`src/hdl/crb_pkg.sv`:
```
// crb_pkg: constants, register map and types of the capture record builder
package crb_pkg;
  localparam int PTR_W = 28;
  localparam int MB_SHIFT = 20;
  localparam logic [4:0] REG_CTRL = 5'h00;
  localparam logic [4:0] REG_SLEN = 5'h04;
  localparam logic [4:0] REG_MEM = 5'h08;
  localparam logic [4:0] REG_RDPTR = 5'h0c;
  localparam logic [4:0] REG_WRPTR = 5'h10;
  localparam logic [4:0] REG_STAT = 5'h14;
  localparam int CTRL_VARLEN = 0;
  localparam int CTRL_ALIGN8 = 1;
  localparam int CTRL_PEN = 2;
  localparam int CTRL_DEFAULTS = 4;
  localparam logic [13:0] SLEN_DEF = 14'h0030;
  localparam logic [13:0] SLEN_MIN = 14'h0020;
  localparam logic [13:0] SLEN_MAX = 14'h2800;
  localparam logic [13:0] SLEN_MASK = 14'h3ff8;
  localparam logic [7:0] MEM_RX_DEF = 8'h70;
  localparam logic [7:0] MEM_TX_DEF = 8'h10;
  localparam logic [4:0] HDR_LEN = 5'h12;
  localparam logic [4:0] AREA4 = 5'h14;
  localparam logic [4:0] AREA8 = 5'h18;
  localparam logic [4:0] TX_AREA = 5'h18;
  localparam logic [14:0] MASK4 = 15'h0003;
  localparam logic [14:0] MASK8 = 15'h0007;
  localparam logic [4:0] HB_RLEN = 5'h00;
  localparam logic [4:0] HB_LCTR = 5'h02;
  localparam logic [4:0] HB_PORT = 5'h04;
  localparam logic [4:0] HB_FLAGS = 5'h05;
  localparam logic [4:0] HB_WLEN = 5'h06;
  typedef struct packed {
    logic varlen;
    logic eight_byte_alignment;
    logic [1:0] port_en;
  } crb_cfg_t;
  localparam crb_cfg_t CFG_DEF = '{varlen: 1'b1, eight_byte_alignment: 1'b0, port_en: 2'h3};
  typedef struct packed {logic valid; logic last; logic port; logic [7:0] data;} crb_rx_t;
  typedef struct packed {logic valid; logic last; logic [7:0] data;} crb_byte_t;
  typedef struct packed {logic we; logic [PTR_W-1:0] addr; logic [7:0] data;} crb_hmw_t;
  typedef enum logic [2:0] {
    RX_IDLE = 3'h0, RX_PAY = 3'h1, RX_PAD = 3'h3, RX_HDR = 3'h2, RX_DROP = 3'h6
  } crb_rx_st_t;
  typedef enum logic [1:0] {TX_HDR = 2'h0, TX_PAY = 2'h1, TX_SKIP = 2'h3} crb_tx_st_t;
endpackage : crb_pkg

```
`src/hdl/crb_top.sv`:
```
// crb_top: capture record builder with replay path and avalon register slave
`timescale 1ns/100ps
module crb_top (
  input wire logic CORE_CLK,
  input wire logic RST_B,
  input wire logic [4:0] AV_ADDRESS,
  input wire logic AV_READ,
  input wire logic AV_WRITE,
  input wire logic [31:0] AV_WRITEDATA,
  output logic [31:0] AV_READDATA,
  output logic AV_WAITREQUEST,
  input wire crb_pkg::crb_rx_t RX_IN,
  output logic RX_READY,
  output crb_pkg::crb_hmw_t HM_WR,
  output logic CAPTURE_ACTIVE,
  input wire crb_pkg::crb_byte_t TXS_IN,
  output logic TXS_READY,
  output crb_pkg::crb_byte_t TX_OUT
);
  localparam int PW = crb_pkg::PTR_W;

  crb_pkg::crb_cfg_t cfg;
  logic [13:0] slen;
  logic [13:0] next_slen;
  logic [7:0] mem_rx;
  logic [7:0] mem_tx;
  logic [PW-1:0] rd_ptr;
  logic [PW-1:0] wr_ptr;
  logic [31:0] next_rdata;
  logic wr_en;

  crb_pkg::crb_rx_st_t rx_st;
  logic [14:0] cnt;
  logic [15:0] wlen;
  logic [13:0] lim;
  logic vmode;
  logic a8;
  logic rport;
  logic trunc;
  logic [4:0] hidx;
  logic [15:0] lctr;
  logic discarding;
  logic rx_take;

  crb_pkg::crb_tx_st_t tx_st;
  logic [4:0] tidx;
  logic [15:0] twlen;
  logic [15:0] tcnt;
  logic tx_take;

  logic [PW-1:0] buf_size;
  logic [PW-1:0] used;
  logic [PW-1:0] need;
  logic space_ok;
  logic [4:0] r_area;
  logic [14:0] mask;
  logic [14:0] pad_target;
  logic [15:0] rlen;
  logic [PW-1:0] off_pay;
  logic [PW-1:0] rec_len;
  logic [7:0] hbyte;

  // pointers wrap at the receive allocation, which need not be a power of two
  function automatic logic [PW-1:0] wrap_add(
    input logic [PW-1:0] base,
    input logic [PW-1:0] off,
    input logic [PW-1:0] size
  );
    logic [PW:0] s;
    s = {1'b0, base} + {1'b0, off};
    if (s >= {1'b0, size}) begin
      s = s - {1'b0, size};
    end
    return s[PW-1:0];
  endfunction : wrap_add

  // register slave: one wait cycle, then the transfer completes
  // readdata is a plain register, loaded during the wait cycle

  assign wr_en = AV_WRITE && !AV_WAITREQUEST;

  always_ff @(posedge CORE_CLK or negedge RST_B) begin
    if (!RST_B) begin
      AV_WAITREQUEST <= 1'b1;
    end else if ((AV_READ || AV_WRITE) && AV_WAITREQUEST) begin
      AV_WAITREQUEST <= 1'b0;
    end else begin
      AV_WAITREQUEST <= 1'b1;
    end
  end

  always_ff @(posedge CORE_CLK or negedge RST_B) begin
    if (!RST_B) begin
      AV_READDATA <= 32'h0;
    end else if (AV_READ && AV_WAITREQUEST) begin
      AV_READDATA <= next_rdata;
    end
  end

  always_comb begin
    next_rdata = 32'h0;
    if (AV_ADDRESS == crb_pkg::REG_CTRL) begin
      next_rdata = {28'h0, cfg.port_en, cfg.eight_byte_alignment, cfg.varlen};
    end else if (AV_ADDRESS == crb_pkg::REG_SLEN) begin
      next_rdata = {18'h0, slen};
    end else if (AV_ADDRESS == crb_pkg::REG_MEM) begin
      next_rdata = {16'h0, mem_tx, mem_rx};
    end else if (AV_ADDRESS == crb_pkg::REG_RDPTR) begin
      next_rdata = {{(32-PW){1'b0}}, rd_ptr};
    end else if (AV_ADDRESS == crb_pkg::REG_WRPTR) begin
      next_rdata = {{(32-PW){1'b0}}, wr_ptr};
    end else if (AV_ADDRESS == crb_pkg::REG_STAT) begin
      next_rdata = {lctr, 12'h0, discarding, rx_st != crb_pkg::RX_IDLE,
                    tx_st != crb_pkg::TX_HDR, CAPTURE_ACTIVE};
    end
  end

  // out of range values clamp rather than fault, so software never sees an error
  always_comb begin
    next_slen = crb_pkg::SLEN_MAX;
    if (AV_WRITEDATA[31:16] == 16'h0 && AV_WRITEDATA[15:0] <= {2'h0, crb_pkg::SLEN_MAX}) begin
      next_slen = AV_WRITEDATA[13:0];
    end
    if (next_slen < crb_pkg::SLEN_MIN) begin
      next_slen = crb_pkg::SLEN_MIN;
    end
    next_slen = next_slen & crb_pkg::SLEN_MASK;
  end

  always_ff @(posedge CORE_CLK or negedge RST_B) begin
    if (!RST_B) begin
      cfg <= crb_pkg::CFG_DEF;
      slen <= crb_pkg::SLEN_DEF;
      mem_rx <= crb_pkg::MEM_RX_DEF;
      mem_tx <= crb_pkg::MEM_TX_DEF;
    end else if (wr_en) begin
      if (AV_ADDRESS == crb_pkg::REG_CTRL) begin
        if (AV_WRITEDATA[crb_pkg::CTRL_DEFAULTS]) begin
          cfg <= crb_pkg::CFG_DEF;
          slen <= crb_pkg::SLEN_DEF;
          mem_rx <= crb_pkg::MEM_RX_DEF;
          mem_tx <= crb_pkg::MEM_TX_DEF;
        end else begin
          cfg.varlen <= AV_WRITEDATA[crb_pkg::CTRL_VARLEN];
          cfg.eight_byte_alignment <= AV_WRITEDATA[crb_pkg::CTRL_ALIGN8];
          cfg.port_en <= AV_WRITEDATA[crb_pkg::CTRL_PEN +: 2];
        end
      end else if (AV_ADDRESS == crb_pkg::REG_SLEN) begin
        slen <= next_slen;
      end else if (AV_ADDRESS == crb_pkg::REG_MEM) begin
        // applied at once; the host keeps both streams idle meanwhile
        mem_rx <= AV_WRITEDATA[7:0];
        mem_tx <= AV_WRITEDATA[15:8];
      end
    end
  end

  always_ff @(posedge CORE_CLK or negedge RST_B) begin
    if (!RST_B) begin
      rd_ptr <= '0;
    end else if (wr_en && AV_ADDRESS == crb_pkg::REG_RDPTR) begin
      // trusted as is: software only moves it forward over consumed records
      rd_ptr <= AV_WRITEDATA[PW-1:0];
    end
  end

  // receive buffer space, measured in bytes of stream 0

  assign buf_size = {mem_rx, {crb_pkg::MB_SHIFT{1'b0}}};
  assign used = (wr_ptr >= rd_ptr) ? wr_ptr - rd_ptr : wr_ptr + buf_size - rd_ptr;
  // reserve a worst case record so no record can overrun unread data
  assign need = {{(PW-5){1'b0}}, (cfg.eight_byte_alignment ? crb_pkg::AREA8 : crb_pkg::AREA4)}
              + {{(PW-14){1'b0}}, slen};
  // strictly less: a completely full buffer would otherwise read as empty
  assign space_ok = (used + need) < buf_size;

  assign r_area = a8 ? crb_pkg::AREA8 : crb_pkg::AREA4;
  assign mask = a8 ? crb_pkg::MASK8 : crb_pkg::MASK4;
  assign pad_target = vmode ? ((cnt + mask) & ~mask) : {1'b0, lim};
  assign rlen = {11'h0, r_area} + {1'b0, cnt};
  assign off_pay = {{(PW-5){1'b0}}, r_area} + {{(PW-15){1'b0}}, cnt};
  assign rec_len = {{(PW-16){1'b0}}, rlen};
  assign rx_take = RX_IN.valid && RX_READY;

  always_comb begin
    case (hidx)
      crb_pkg::HB_RLEN: hbyte = rlen[15:8];
      crb_pkg::HB_RLEN + 5'h01: hbyte = rlen[7:0];
      crb_pkg::HB_LCTR: hbyte = lctr[15:8];
      crb_pkg::HB_LCTR + 5'h01: hbyte = lctr[7:0];
      crb_pkg::HB_PORT: hbyte = {7'h0, rport};
      crb_pkg::HB_FLAGS: hbyte = {5'h0, a8, ~vmode, trunc};
      crb_pkg::HB_WLEN: hbyte = wlen[15:8];
      crb_pkg::HB_WLEN + 5'h01: hbyte = wlen[7:0];
      default: hbyte = 8'h00; // header tail and alignment pad
    endcase
  end

  // payload first, header last: its length and loss fields are known by then
  always_ff @(posedge CORE_CLK or negedge RST_B) begin
    if (!RST_B) begin
      rx_st <= crb_pkg::RX_IDLE;
      RX_READY <= 1'b0;
      cnt <= '0;
      wlen <= '0;
      lim <= crb_pkg::SLEN_DEF;
      vmode <= 1'b1;
      a8 <= 1'b0;
      rport <= 1'b0;
      trunc <= 1'b0;
      hidx <= '0;
      lctr <= '0;
      discarding <= 1'b0;
      wr_ptr <= '0;
      HM_WR <= '0;
    end else begin
      HM_WR.we <= 1'b0;
      case (rx_st)
        crb_pkg::RX_IDLE: begin
          if (RX_IN.valid) begin
            RX_READY <= 1'b1;
            if (!cfg.port_en[RX_IN.port]) begin
              rx_st <= crb_pkg::RX_DROP;
            end else if (!space_ok) begin
              rx_st <= crb_pkg::RX_DROP;
              discarding <= 1'b1;
              // saturates, so a long loss never reads back as a small one
              if (lctr != 16'hffff) begin
                lctr <= lctr + 16'h0001;
              end
            end else begin
              rx_st <= crb_pkg::RX_PAY;
              discarding <= 1'b0;
              // settings are frozen per record so a write mid packet is harmless
              lim <= slen;
              vmode <= cfg.varlen;
              a8 <= cfg.eight_byte_alignment;
              rport <= RX_IN.port;
              cnt <= '0;
              wlen <= '0;
              trunc <= 1'b0;
            end
          end
        end
        crb_pkg::RX_PAY: begin
          if (rx_take) begin
            if (wlen != 16'hffff) begin
              wlen <= wlen + 16'h0001;
            end
            if (cnt < {1'b0, lim}) begin
              HM_WR.we <= 1'b1;
              HM_WR.addr <= wrap_add(wr_ptr, off_pay, buf_size);
              HM_WR.data <= RX_IN.data;
              cnt <= cnt + 15'h0001;
            end else begin
              trunc <= 1'b1;
            end
            if (RX_IN.last) begin
              RX_READY <= 1'b0;
              rx_st <= crb_pkg::RX_PAD;
            end
          end
        end
        crb_pkg::RX_PAD: begin
          if (cnt < pad_target) begin
            HM_WR.we <= 1'b1;
            HM_WR.addr <= wrap_add(wr_ptr, off_pay, buf_size);
            HM_WR.data <= 8'h00;
            cnt <= cnt + 15'h0001;
          end else begin
            rx_st <= crb_pkg::RX_HDR;
            hidx <= '0;
          end
        end
        crb_pkg::RX_HDR: begin
          HM_WR.we <= 1'b1;
          HM_WR.addr <= wrap_add(wr_ptr, {{(PW-5){1'b0}}, hidx}, buf_size);
          HM_WR.data <= hbyte;
          hidx <= hidx + 5'h01;
          if (hidx == r_area - 5'h01) begin
            wr_ptr <= wrap_add(wr_ptr, rec_len, buf_size);
            lctr <= '0;
            rx_st <= crb_pkg::RX_IDLE;
          end
        end
        crb_pkg::RX_DROP: begin
          // bytes are drained so the source never stalls on a refused packet
          if (rx_take && RX_IN.last) begin
            RX_READY <= 1'b0;
            rx_st <= crb_pkg::RX_IDLE;
          end
        end
        default: begin
          rx_st <= crb_pkg::RX_IDLE;
        end
      endcase
    end
  end

  // led follows the last admission decision, so it flickers near full
  always_ff @(posedge CORE_CLK or negedge RST_B) begin
    if (!RST_B) begin
      CAPTURE_ACTIVE <= 1'b0;
    end else begin
      CAPTURE_ACTIVE <= (|cfg.port_en) && !discarding;
    end
  end

  // replay path: own state, shares nothing with capture but the registers

  // no pacing counter: replay bytes leave as fast as the host offers them
  assign tx_take = TXS_IN.valid && TXS_READY;

  always_ff @(posedge CORE_CLK or negedge RST_B) begin
    if (!RST_B) begin
      TXS_READY <= 1'b0;
    end else begin
      TXS_READY <= mem_tx != 8'h00;
    end
  end

  // only host bytes reach the line; there is no reply generator
  always_ff @(posedge CORE_CLK or negedge RST_B) begin
    if (!RST_B) begin
      tx_st <= crb_pkg::TX_HDR;
      tidx <= '0;
      twlen <= '0;
      tcnt <= '0;
      TX_OUT <= '0;
    end else begin
      TX_OUT.valid <= 1'b0;
      TX_OUT.last <= 1'b0;
      if (tx_take) begin
        case (tx_st)
          crb_pkg::TX_HDR: begin
            tidx <= tidx + 5'h01;
            if (tidx == crb_pkg::HB_WLEN) begin
              twlen[15:8] <= TXS_IN.data;
            end
            if (tidx == crb_pkg::HB_WLEN + 5'h01) begin
              twlen[7:0] <= TXS_IN.data;
            end
            // header area is fixed at eight byte alignment
            if (tidx == crb_pkg::TX_AREA - 5'h01) begin
              tcnt <= '0;
              tx_st <= (twlen == 16'h0) ? crb_pkg::TX_SKIP : crb_pkg::TX_PAY;
            end
          end
          crb_pkg::TX_PAY: begin
            TX_OUT.valid <= 1'b1;
            TX_OUT.data <= TXS_IN.data;
            tcnt <= tcnt + 16'h0001;
            if (tcnt == twlen - 16'h0001) begin
              TX_OUT.last <= 1'b1;
              tx_st <= crb_pkg::TX_SKIP;
            end
          end
          default: begin
            tx_st <= crb_pkg::TX_SKIP;
          end
        endcase
        if (TXS_IN.last) begin
          tx_st <= crb_pkg::TX_HDR;
          tidx <= '0;
          if (tx_st == crb_pkg::TX_PAY) begin
            TX_OUT.last <= 1'b1;
          end
        end
      end
    end
  end

endmodule : crb_top

```
`config.mk`:
```
export PLATFORM = sky130hd
export DESIGN_NAME = crb_top
export DESIGN_NICKNAME = d
export VERILOG_FILES = /design/src/hdl/crb_pkg.sv /design/src/hdl/crb_top.sv
export SDC_FILE = /design/constraint.sdc
export NUM_CORES = 1
export LEC_CHECK = 0
export BUFFER_PORTS_ARGS = -buffer_cell sky130_fd_sc_hd__buf_2
export CAP_MARGIN = 30
export CORE_MARGIN = 2
export CORE_UTILIZATION = 60
export DETAILED_ROUTE_END_ITERATION = 10
export MAX_ROUTING_LAYER = met4
export PLACE_DENSITY = 0.79
export SYNTH_ARGS = -nofsm -noshare
export SYNTH_HDL_FRONTEND = slang
export SYNTH_SLANG_ARGS = --single-unit
```
`constraint.sdc`:
```
create_clock -name CORE_CLK -period 9.12 [get_ports CORE_CLK]
set_input_delay 0.912 -clock CORE_CLK [delete_from_list [all_inputs] [get_ports CORE_CLK]]
set_output_delay 0.912 -clock CORE_CLK [all_outputs]
set_load 0.01 [all_outputs]
```
# Yosys cells after proc, flatten, opt, wreduce, memory -nomap -nowiden
# Cells that the tools add are included.
[totals]
ff_bits = 286
out_inout_bits = 83
wordCells = 257
[classes]
addsub = 22
magnitude_cmp = 10
eq_ne = 43
mux = 92
bitwise = 3
reduce_logical = 52
[ops]
columns = ["op", "n"]
rows = [
  ["32-bit two-way mux", 6],
  ["16-bit two-way mux", 11],
  ["28-bit subtractor", 5],
  ["28-bit two-way mux", 4],
  ["37-bit two-way mux", 3],
  ["37-bit one-hot mux with 3 select lines", 1],
  ["15-bit two-way mux", 7],
  ["16-bit one-hot mux with 2 select lines", 3],
  ["29-bit by 28-bit >= comparator with 1-bit output", 3],
  ["14-bit two-way mux", 5],
  ["8-bit two-way mux", 8],
  ["8-bit one-hot mux with 8 select lines", 1],
  ["28-bit by 16-bit adder with 29-bit output", 2],
  ["16-bit by 1-bit adder with 16-bit output (second input constant)", 3],
  ["15-bit one-hot mux with 3 select lines", 1],
  ["5-bit by 3-bit equality test with 1-bit output (second input constant)", 7],
  ["2-bit inequality test (second input constant)", 17],
  ["5-bit by 15-bit adder with 16-bit output", 2],
  ["16-bit logical NOT", 2],
  ["16-bit inequality test (second input constant)", 2],
  ["28-bit by 5-bit adder with 29-bit output", 1],
  ["28-bit by 15-bit adder with 28-bit output", 1],
  ["28-bit adder", 1],
  ["28-bit >= comparator", 1],
  ["53 further kinds", 125],
]

# Logic depth before layout (Yosys ltp)
[depth]
depth_word = 9
ltp_mapped = 35
mapped_depth_nobuf = 34

# Least setup slack after synthesis
# Ideal clock, no wire load.
[synth_path]
kind = "register to register"
start = "reg wr_ptr[2]"
end = "reg rport"
setup_ns = 0.125
t_arrival_ns = 7.350
required_ns = 8.995
path_slack_ns = 1.645
path_stages_with_launch = 34
path_buffers = 3
period_less_slack_ns = 7.475
path_cell_list = "dfrtp_1 > ha_1 > fa_1 > a31o_1 > o21ai_2 > a2111oi_4 > nor3_4 > clkbuf_1 > clkbuf_1 > nand2_1 > o21ai_0 > ha_1 > ha_1 > nand4_1 > a211oi_1 > o31ai_1 > o311a_1 > a2111oi_0 > nand4_1 > o31ai_4 > nand3_1 > nor4_1 > xnor2_1 > ha_1 > a21o_1 > a21o_1 > a21oi_1 > and3_1 > a31oi_1 > a21oi_2 > nor2_1 > nor2_1 > buf_4 > mux2_2"
[synth_between]
elab_chain_len = 6
word_cells_on_any_way = 8
cone_classes = "4 x add/sub; 2 x order compare; 1 x mux; 1 x reduce/logical"
[synth_lines]
columns = ["element", "line", "text"]
rows = [
  ["from (decl)", "crb_top.sv:28", "logic [PW-1:0] wr_ptr;"],
  ["from (signal assigned)", "crb_top.sv:281", "wr_ptr <= wrap_add(wr_ptr, rec_len, buf_size);"],
  ["28-bit adder", "crb_top.sv:170", "assign used = (wr_ptr >= rd_ptr) ? wr_ptr - rd_ptr : wr_ptr + buf_size - rd_ptr;"],
  ["28-bit subtractor", "crb_top.sv:170", ""],
  ["28-bit two-way mux (*)", "crb_top.sv:170", ""],
  ["28-bit by 15-bit adder with 28-bit output (*)", "crb_top.sv:175", "assign space_ok = (used + need) < buf_size;"],
  ["28-bit less-than comparator (*)", "crb_top.sv:175", ""],
  ["4-bit AND reduction (no line) (*)", "n/a", ""],
  ["to (signal assigned)", "crb_top.sv:238", "rport <= RX_IN.port;"],
  ["to (decl)", "crb_top.sv:38", "logic rport;"],
]
# Every way passes the cells marked *; elsewhere a longest branch is shown, timed or not.
# A chain may end at the register's enable or synchronous reset.

# Worst setup path in the final report
[layout_path]
start = "reg rd_ptr[5]"
end = "reg lctr[8]"
[layout_between]
elab_chain_len = 6
word_cells_on_any_way = 8
cone_classes = "3 x add/sub; 2 x order compare; 1 x eq/ne; 1 x mux; 1 x reduce/logical"
[layout_lines]
columns = ["element", "line", "text"]
rows = [
  ["from (decl)", "crb_top.sv:27", "logic [PW-1:0] rd_ptr;"],
  ["from (signal assigned)", "crb_top.sv:163", "rd_ptr <= AV_WRITEDATA[PW-1:0];"],
  ["28-bit subtractor or 28-bit >= comparator (tied branches)", "crb_top.sv:170", ""],
  ["28-bit two-way mux (*)", "crb_top.sv:170", ""],
  ["28-bit by 15-bit adder with 28-bit output (*)", "crb_top.sv:175", ""],
  ["28-bit less-than comparator (*)", "crb_top.sv:175", ""],
  ["2-bit inequality test (no line) (*)", "n/a", ""],
  ["6-bit AND reduction (no line) (*)", "n/a", ""],
  ["to (signal assigned)", "crb_top.sv:229", "lctr <= lctr + 16'h0001;"],
  ["to (decl)", "crb_top.sv:41", "logic [15:0] lctr;"],
]
# Marks and branches as above.

==> parameters.txt <==
Parameter                              Value

Run status
  Run status ... completed

Synth
  Share of synthesized area occupied by flip-flops and latches ... 0.301
  Asr flop ratio synth ... 1.00
  Net Count, Synth ... slightly above 3,000
  EDFF count, synth ... 0
  Warnings, synthesis ... 0
  Number of cells produced by synthesis ... approximately 2,800
  Number of synthesized register bits ... 280
  Combined area of all synthesized cells ... 0.0234 sq mm
  Synth Flop Type ... dfrtp_1
  Average instance area after synthesis ... 8.48 sq um
  Number of distinct library cells after synthesis ... 101

Setup path
  Maximum fanout count along the critical path ... 6
  Capture point of the worst reg-to-reg path ... lctr[8]
  Max stage delay cell, worst path ... or4_4
  Critical path's top delay family ... compound AO/OA/AOI/OAI gates
  Capture point of the worst path ... lctr[8]
  RR Startpoint ... rd_ptr[5]
  Crit Path Category ... reg2reg
  Worst stage delay on the critical path ... 0.58 ns
  Kind of end point of the critical path ... register
  Endpoint arrival time on the critical path ... 8.90 ns
  Cell depth of the worst flop-to-flop path ... 33
  Element type at the critical path start ... register
  Startpoint of the worst setup timing path ... rd_ptr[5]
  Worst reg2reg setup slack ... 0.67 ns
  Number of buffer and inverter stages on the critical path ... 1
  Logic depth of the worst path, buffers included ... 33
  Required time worst endpoint ... 9.57 ns

Power and ir drop
  Psw ... 1390 uW
  Combinational Power Share ... 0.273
  IR Drop Worst-Case VDD ... 0.000176 V
  Fraction of power consumed by the clock network ... 0.364
  Internal power ... approximately 2600 uW
  Part of the power in registers ... 0.363
  Power per cell area ... about 160 mW/mm^2
  Switching share of total power ... 0.347
  Post-layout power ... 4010 uW
  Standby leakage power ... 0.0122 uW

Die
  Initial core utilization ... 0.606
  DIE AREA ... 0.0405 sq mm
  Die Width ... 201 um
  Die Y-Extent ... between 200 and 250 um
  Placeable Area ... between 0.03 and 0.04 sq mm
  Boundary pin count ... 145
  Cell row count ... 72

Final layout
  Area taken by flip-flops and latches ... 0.00702 sq mm
  Most frequent standard cell in the layout excluding fill and tap cells ... nand2_1
  Final core utilization ... 0.670
  Fraction of final layout cells sized beyond drive strength 1 ... 0.127
  Area delta synth->final ... 10.5%
  Number of fillers in the final layout ... between 3,000 and 4,000
  Commonest cells after routing, fill and taps aside ... 340 x nand2_1, 267 x dfrtp_1, 202 x o21ai_0
  Net count, final ... approximately 3,100
  Area occupied by multi-input gates ... ~0.015 sq mm

Timing
  Fin. max-slew vios ... 0
  Final total negative setup slack ... 0 ns
  Final Worst Setup Slack ... approximately 0.67 ns
  Final worst path period share ... 0.926
  Setup skew after layout ... 0.0259 ns
  Number of hold violations in the final report ... 0
  Fmax ... 118 MHz
  Number of failing setup endpoints in the final timing report ... 0
  Headroom to the max-slew limit ... 0.338
  Time the final worst path needs with I/O delays and setup ... around 8.4 ns
  Unrepaired setup endpoints after global routing ... false
  Measured slew at the worst slew-check pin ... 0.993 ns

Clocking
  TritonCTS clock tree ... built
  Clock-pin slew on the worst setup and hold paths ... about 0.06 ns
  Post-CTS Hold Fix Bufs ... 0
  Number of levels in the clock H-tree ... 2
  Insertion delay to the later sink of the worst-skew pair ... 0.56 ns
  Buffer cell driving the clock tree root ... clkbuf_16
  Bufs on Longest Clock Path ... 3
  Total clock buffers created by CTS ... 35
  TritonCTS sink count ... 280

Global routing
  Gr usage total ... 0.423
  Largest net degree at the start of global routing ... 97
  Number of antenna violations at the first check in global routing ... 2
  First-pass GRT wire length ... 129,000 um
  Congestion Overflow GR ... 0
  Number of global-route vias before repair ... 21,800

Routing
  Number of DRC markers after the initial detailed-route iteration ... 2,333
  Iteration count of the initial detailed-routing pass ... 8
  Wirelength, routed ... roughly 84,000 um
  Vias per cell ... ~6.7
  Wire length per cell ... approximately 25 um
  Final antenna-violating net count ... 0
  Count of unresolved DRC violations after routing ... 0
  Count of vias placed by the detailed router ... 22,800

Place
  Place WS ... 0.551 ns
  Number of I/O port buffers ... 144
  Final weighted congestion in routability-driven placement ... 1.04
  Sum of net half-perimeters after detailed placement ... 64,900 um

Min path
  Worst Hold Class ... in2async

Job
  Number of violations of the max-capacitance limit ... 0
-- power by group through the flow --
stage	Combinational, uW	Clock (uW)	Sequential [uW]
global placement	1030	0	1470
floorplan	711	0	1450
detailed placement	1050	0	1470
global route	1200	1510	1470
finish	1090	1460	1460
CTS	1060	1470	1450
-- worst register-to-register path: cells and delay by family, from the launching register on --
kind / cells / cell delay, ns
simple gates: 7 / 2.20
buf+inv: 1 / 0.14
compound gates: 18 / 3.77
fa+ha+maj: 5 / 1.60
xor+xnor: 2 / 0.25
flops: 1 / 0.37
-- cells in the mapped netlist, types with 11 or more instances --
| cell type | number | share of area |
|---|---|---|
| a211oi_1 | 27 | 0.0087 |
| a21o_1 | 49 | 0.016 |
| a21oi_1 | 149 | 0.032 |
| a221o_1 | 14 | 0.0060 |
| a221oi_1 | 18 | 0.0067 |
| a22o_1 | 29 | 0.011 |
| a22oi_1 | 32 | 0.010 |
| a31oi_1 | 58 | 0.016 |
| and2_1 | 16 | 0.0043 |
| and3_1 | 49 | 0.013 |
| buf_2 | 16 | 0.0034 |
| clkbuf_1 | 111 | 0.018 |
| dfrtp_1 | 267 | 0.29 |
| dfstp_2 | 13 | 0.015 |
| fa_1 | 37 | 0.032 |
| ha_1 | 190 | 0.10 |
| inv_1 | 147 | 0.024 |
| mux2_2 | 41 | 0.020 |
| mux2i_1 | 22 | 0.0094 |
| nand2_1 | 341 | 0.055 |
| nand2b_1 | 34 | 0.0091 |
| nand3_1 | 77 | 0.016 |
| nand4_1 | 39 | 0.010 |
| nor2_1 | 165 | 0.027 |
| nor2b_1 | 25 | 0.0067 |
| nor3_1 | 64 | 0.014 |
| nor4_1 | 23 | 0.0062 |
| o211ai_1 | 16 | 0.0051 |
| o21a_1 | 15 | 0.0048 |
| o21ai_0 | 203 | 0.043 |
| o21bai_1 | 11 | 0.0035 |
| o221ai_1 | 20 | 0.0075 |
| o31ai_1 | 33 | 0.011 |
| or2_2 | 14 | 0.0037 |
| or3_1 | 28 | 0.0075 |
| xnor2_1 | 111 | 0.042 |
| xor2_1 | 67 | 0.025 |
-- per-layer routing --
layer / share of wire / global-route usage / wire (um)
met2: 0.44 / 0.639 / 37300
met5: 0 / - / 0
met1: 0.41 / 0.568 / 34800
met4: 0.047 / 0.170 / 3950
met3: 0.096 / 0.0700 / 8050
-- what timing repair did --
item                                    CTS  global route
gates resized for setup                   0             3
endpoints found under the setup margin    0            46
buffers inserted                          0             0
endpoints found under the hold margin     0             0
-- cell families after synthesis --
| logic type | Yosys count | share of synthesized area |
|---|---|---|
| compound gates | 793 | 0.230 |
| flops | 280 | 0.301 |
| mux | 64 | 0.0298 |
| xor+xnor | 178 | 0.0667 |
| buf+inv | 288 | 0.0487 |
| fa+ha+maj | 227 | 0.133 |
| simple gates | 926 | 0.191 |
-- layout make-up --
class                      instances  area share
inverter                         150      0.0218
timing repair buffer             187      0.0431
clock inverter                    12     0.00635
sequential                       280       0.272
antenna                            6    0.000582
multi-input combinational       2189       0.591
tap                              518      0.0251
clock buffer                      50      0.0396
-- how the worst min path moves through the flow --
stage	startpoint	end	slack [ns]	cells after the start
6_report	RST_B	rd_ptr[23]	0.41	1
5_1_grt	RST_B	rd_ptr[23]	0.46	1
4_1_cts	RST_B	AV_READDATA[18]	0.44	1
3_5_place_dp	TX_OUT[0]	TX_OUT[0]	0.46	2
3_3_place_gp	TX_OUT[0]	TX_OUT[0]	0.45	2
2_1_floorplan	discarding	CAPTURE_ACTIVE	0.42	1
-- state kept, by name (all words and copies together), names as in the netlist, 8 cells and up --
signal       count
twlen           16
rd_ptr          28
wlen            16
lim             11
tcnt            16
slen            11
HM_WR           37
mem_tx           8
wr_ptr          28
mem_rx           8
AV_READDATA     32
lctr            16
TX_OUT          10
cnt             15
-- per-stage QoR --
| stage | std cells | instance area, sq um | hold slack, ns |
|---|---|---|---|
| CTS | 3382 | 25700 | 0.442 |
| floorplan | 2756 | 23400 | 0.418 |
| finish | 3392 | 25800 | 0.408 |
| global placement | 3315 | 24500 | 0.452 |
| detailed placement | 3320 | 24500 | 0.458 |
| global route | 3390 | 25800 | 0.456 |
Note: power is estimated with default switching activity, not from simulation.
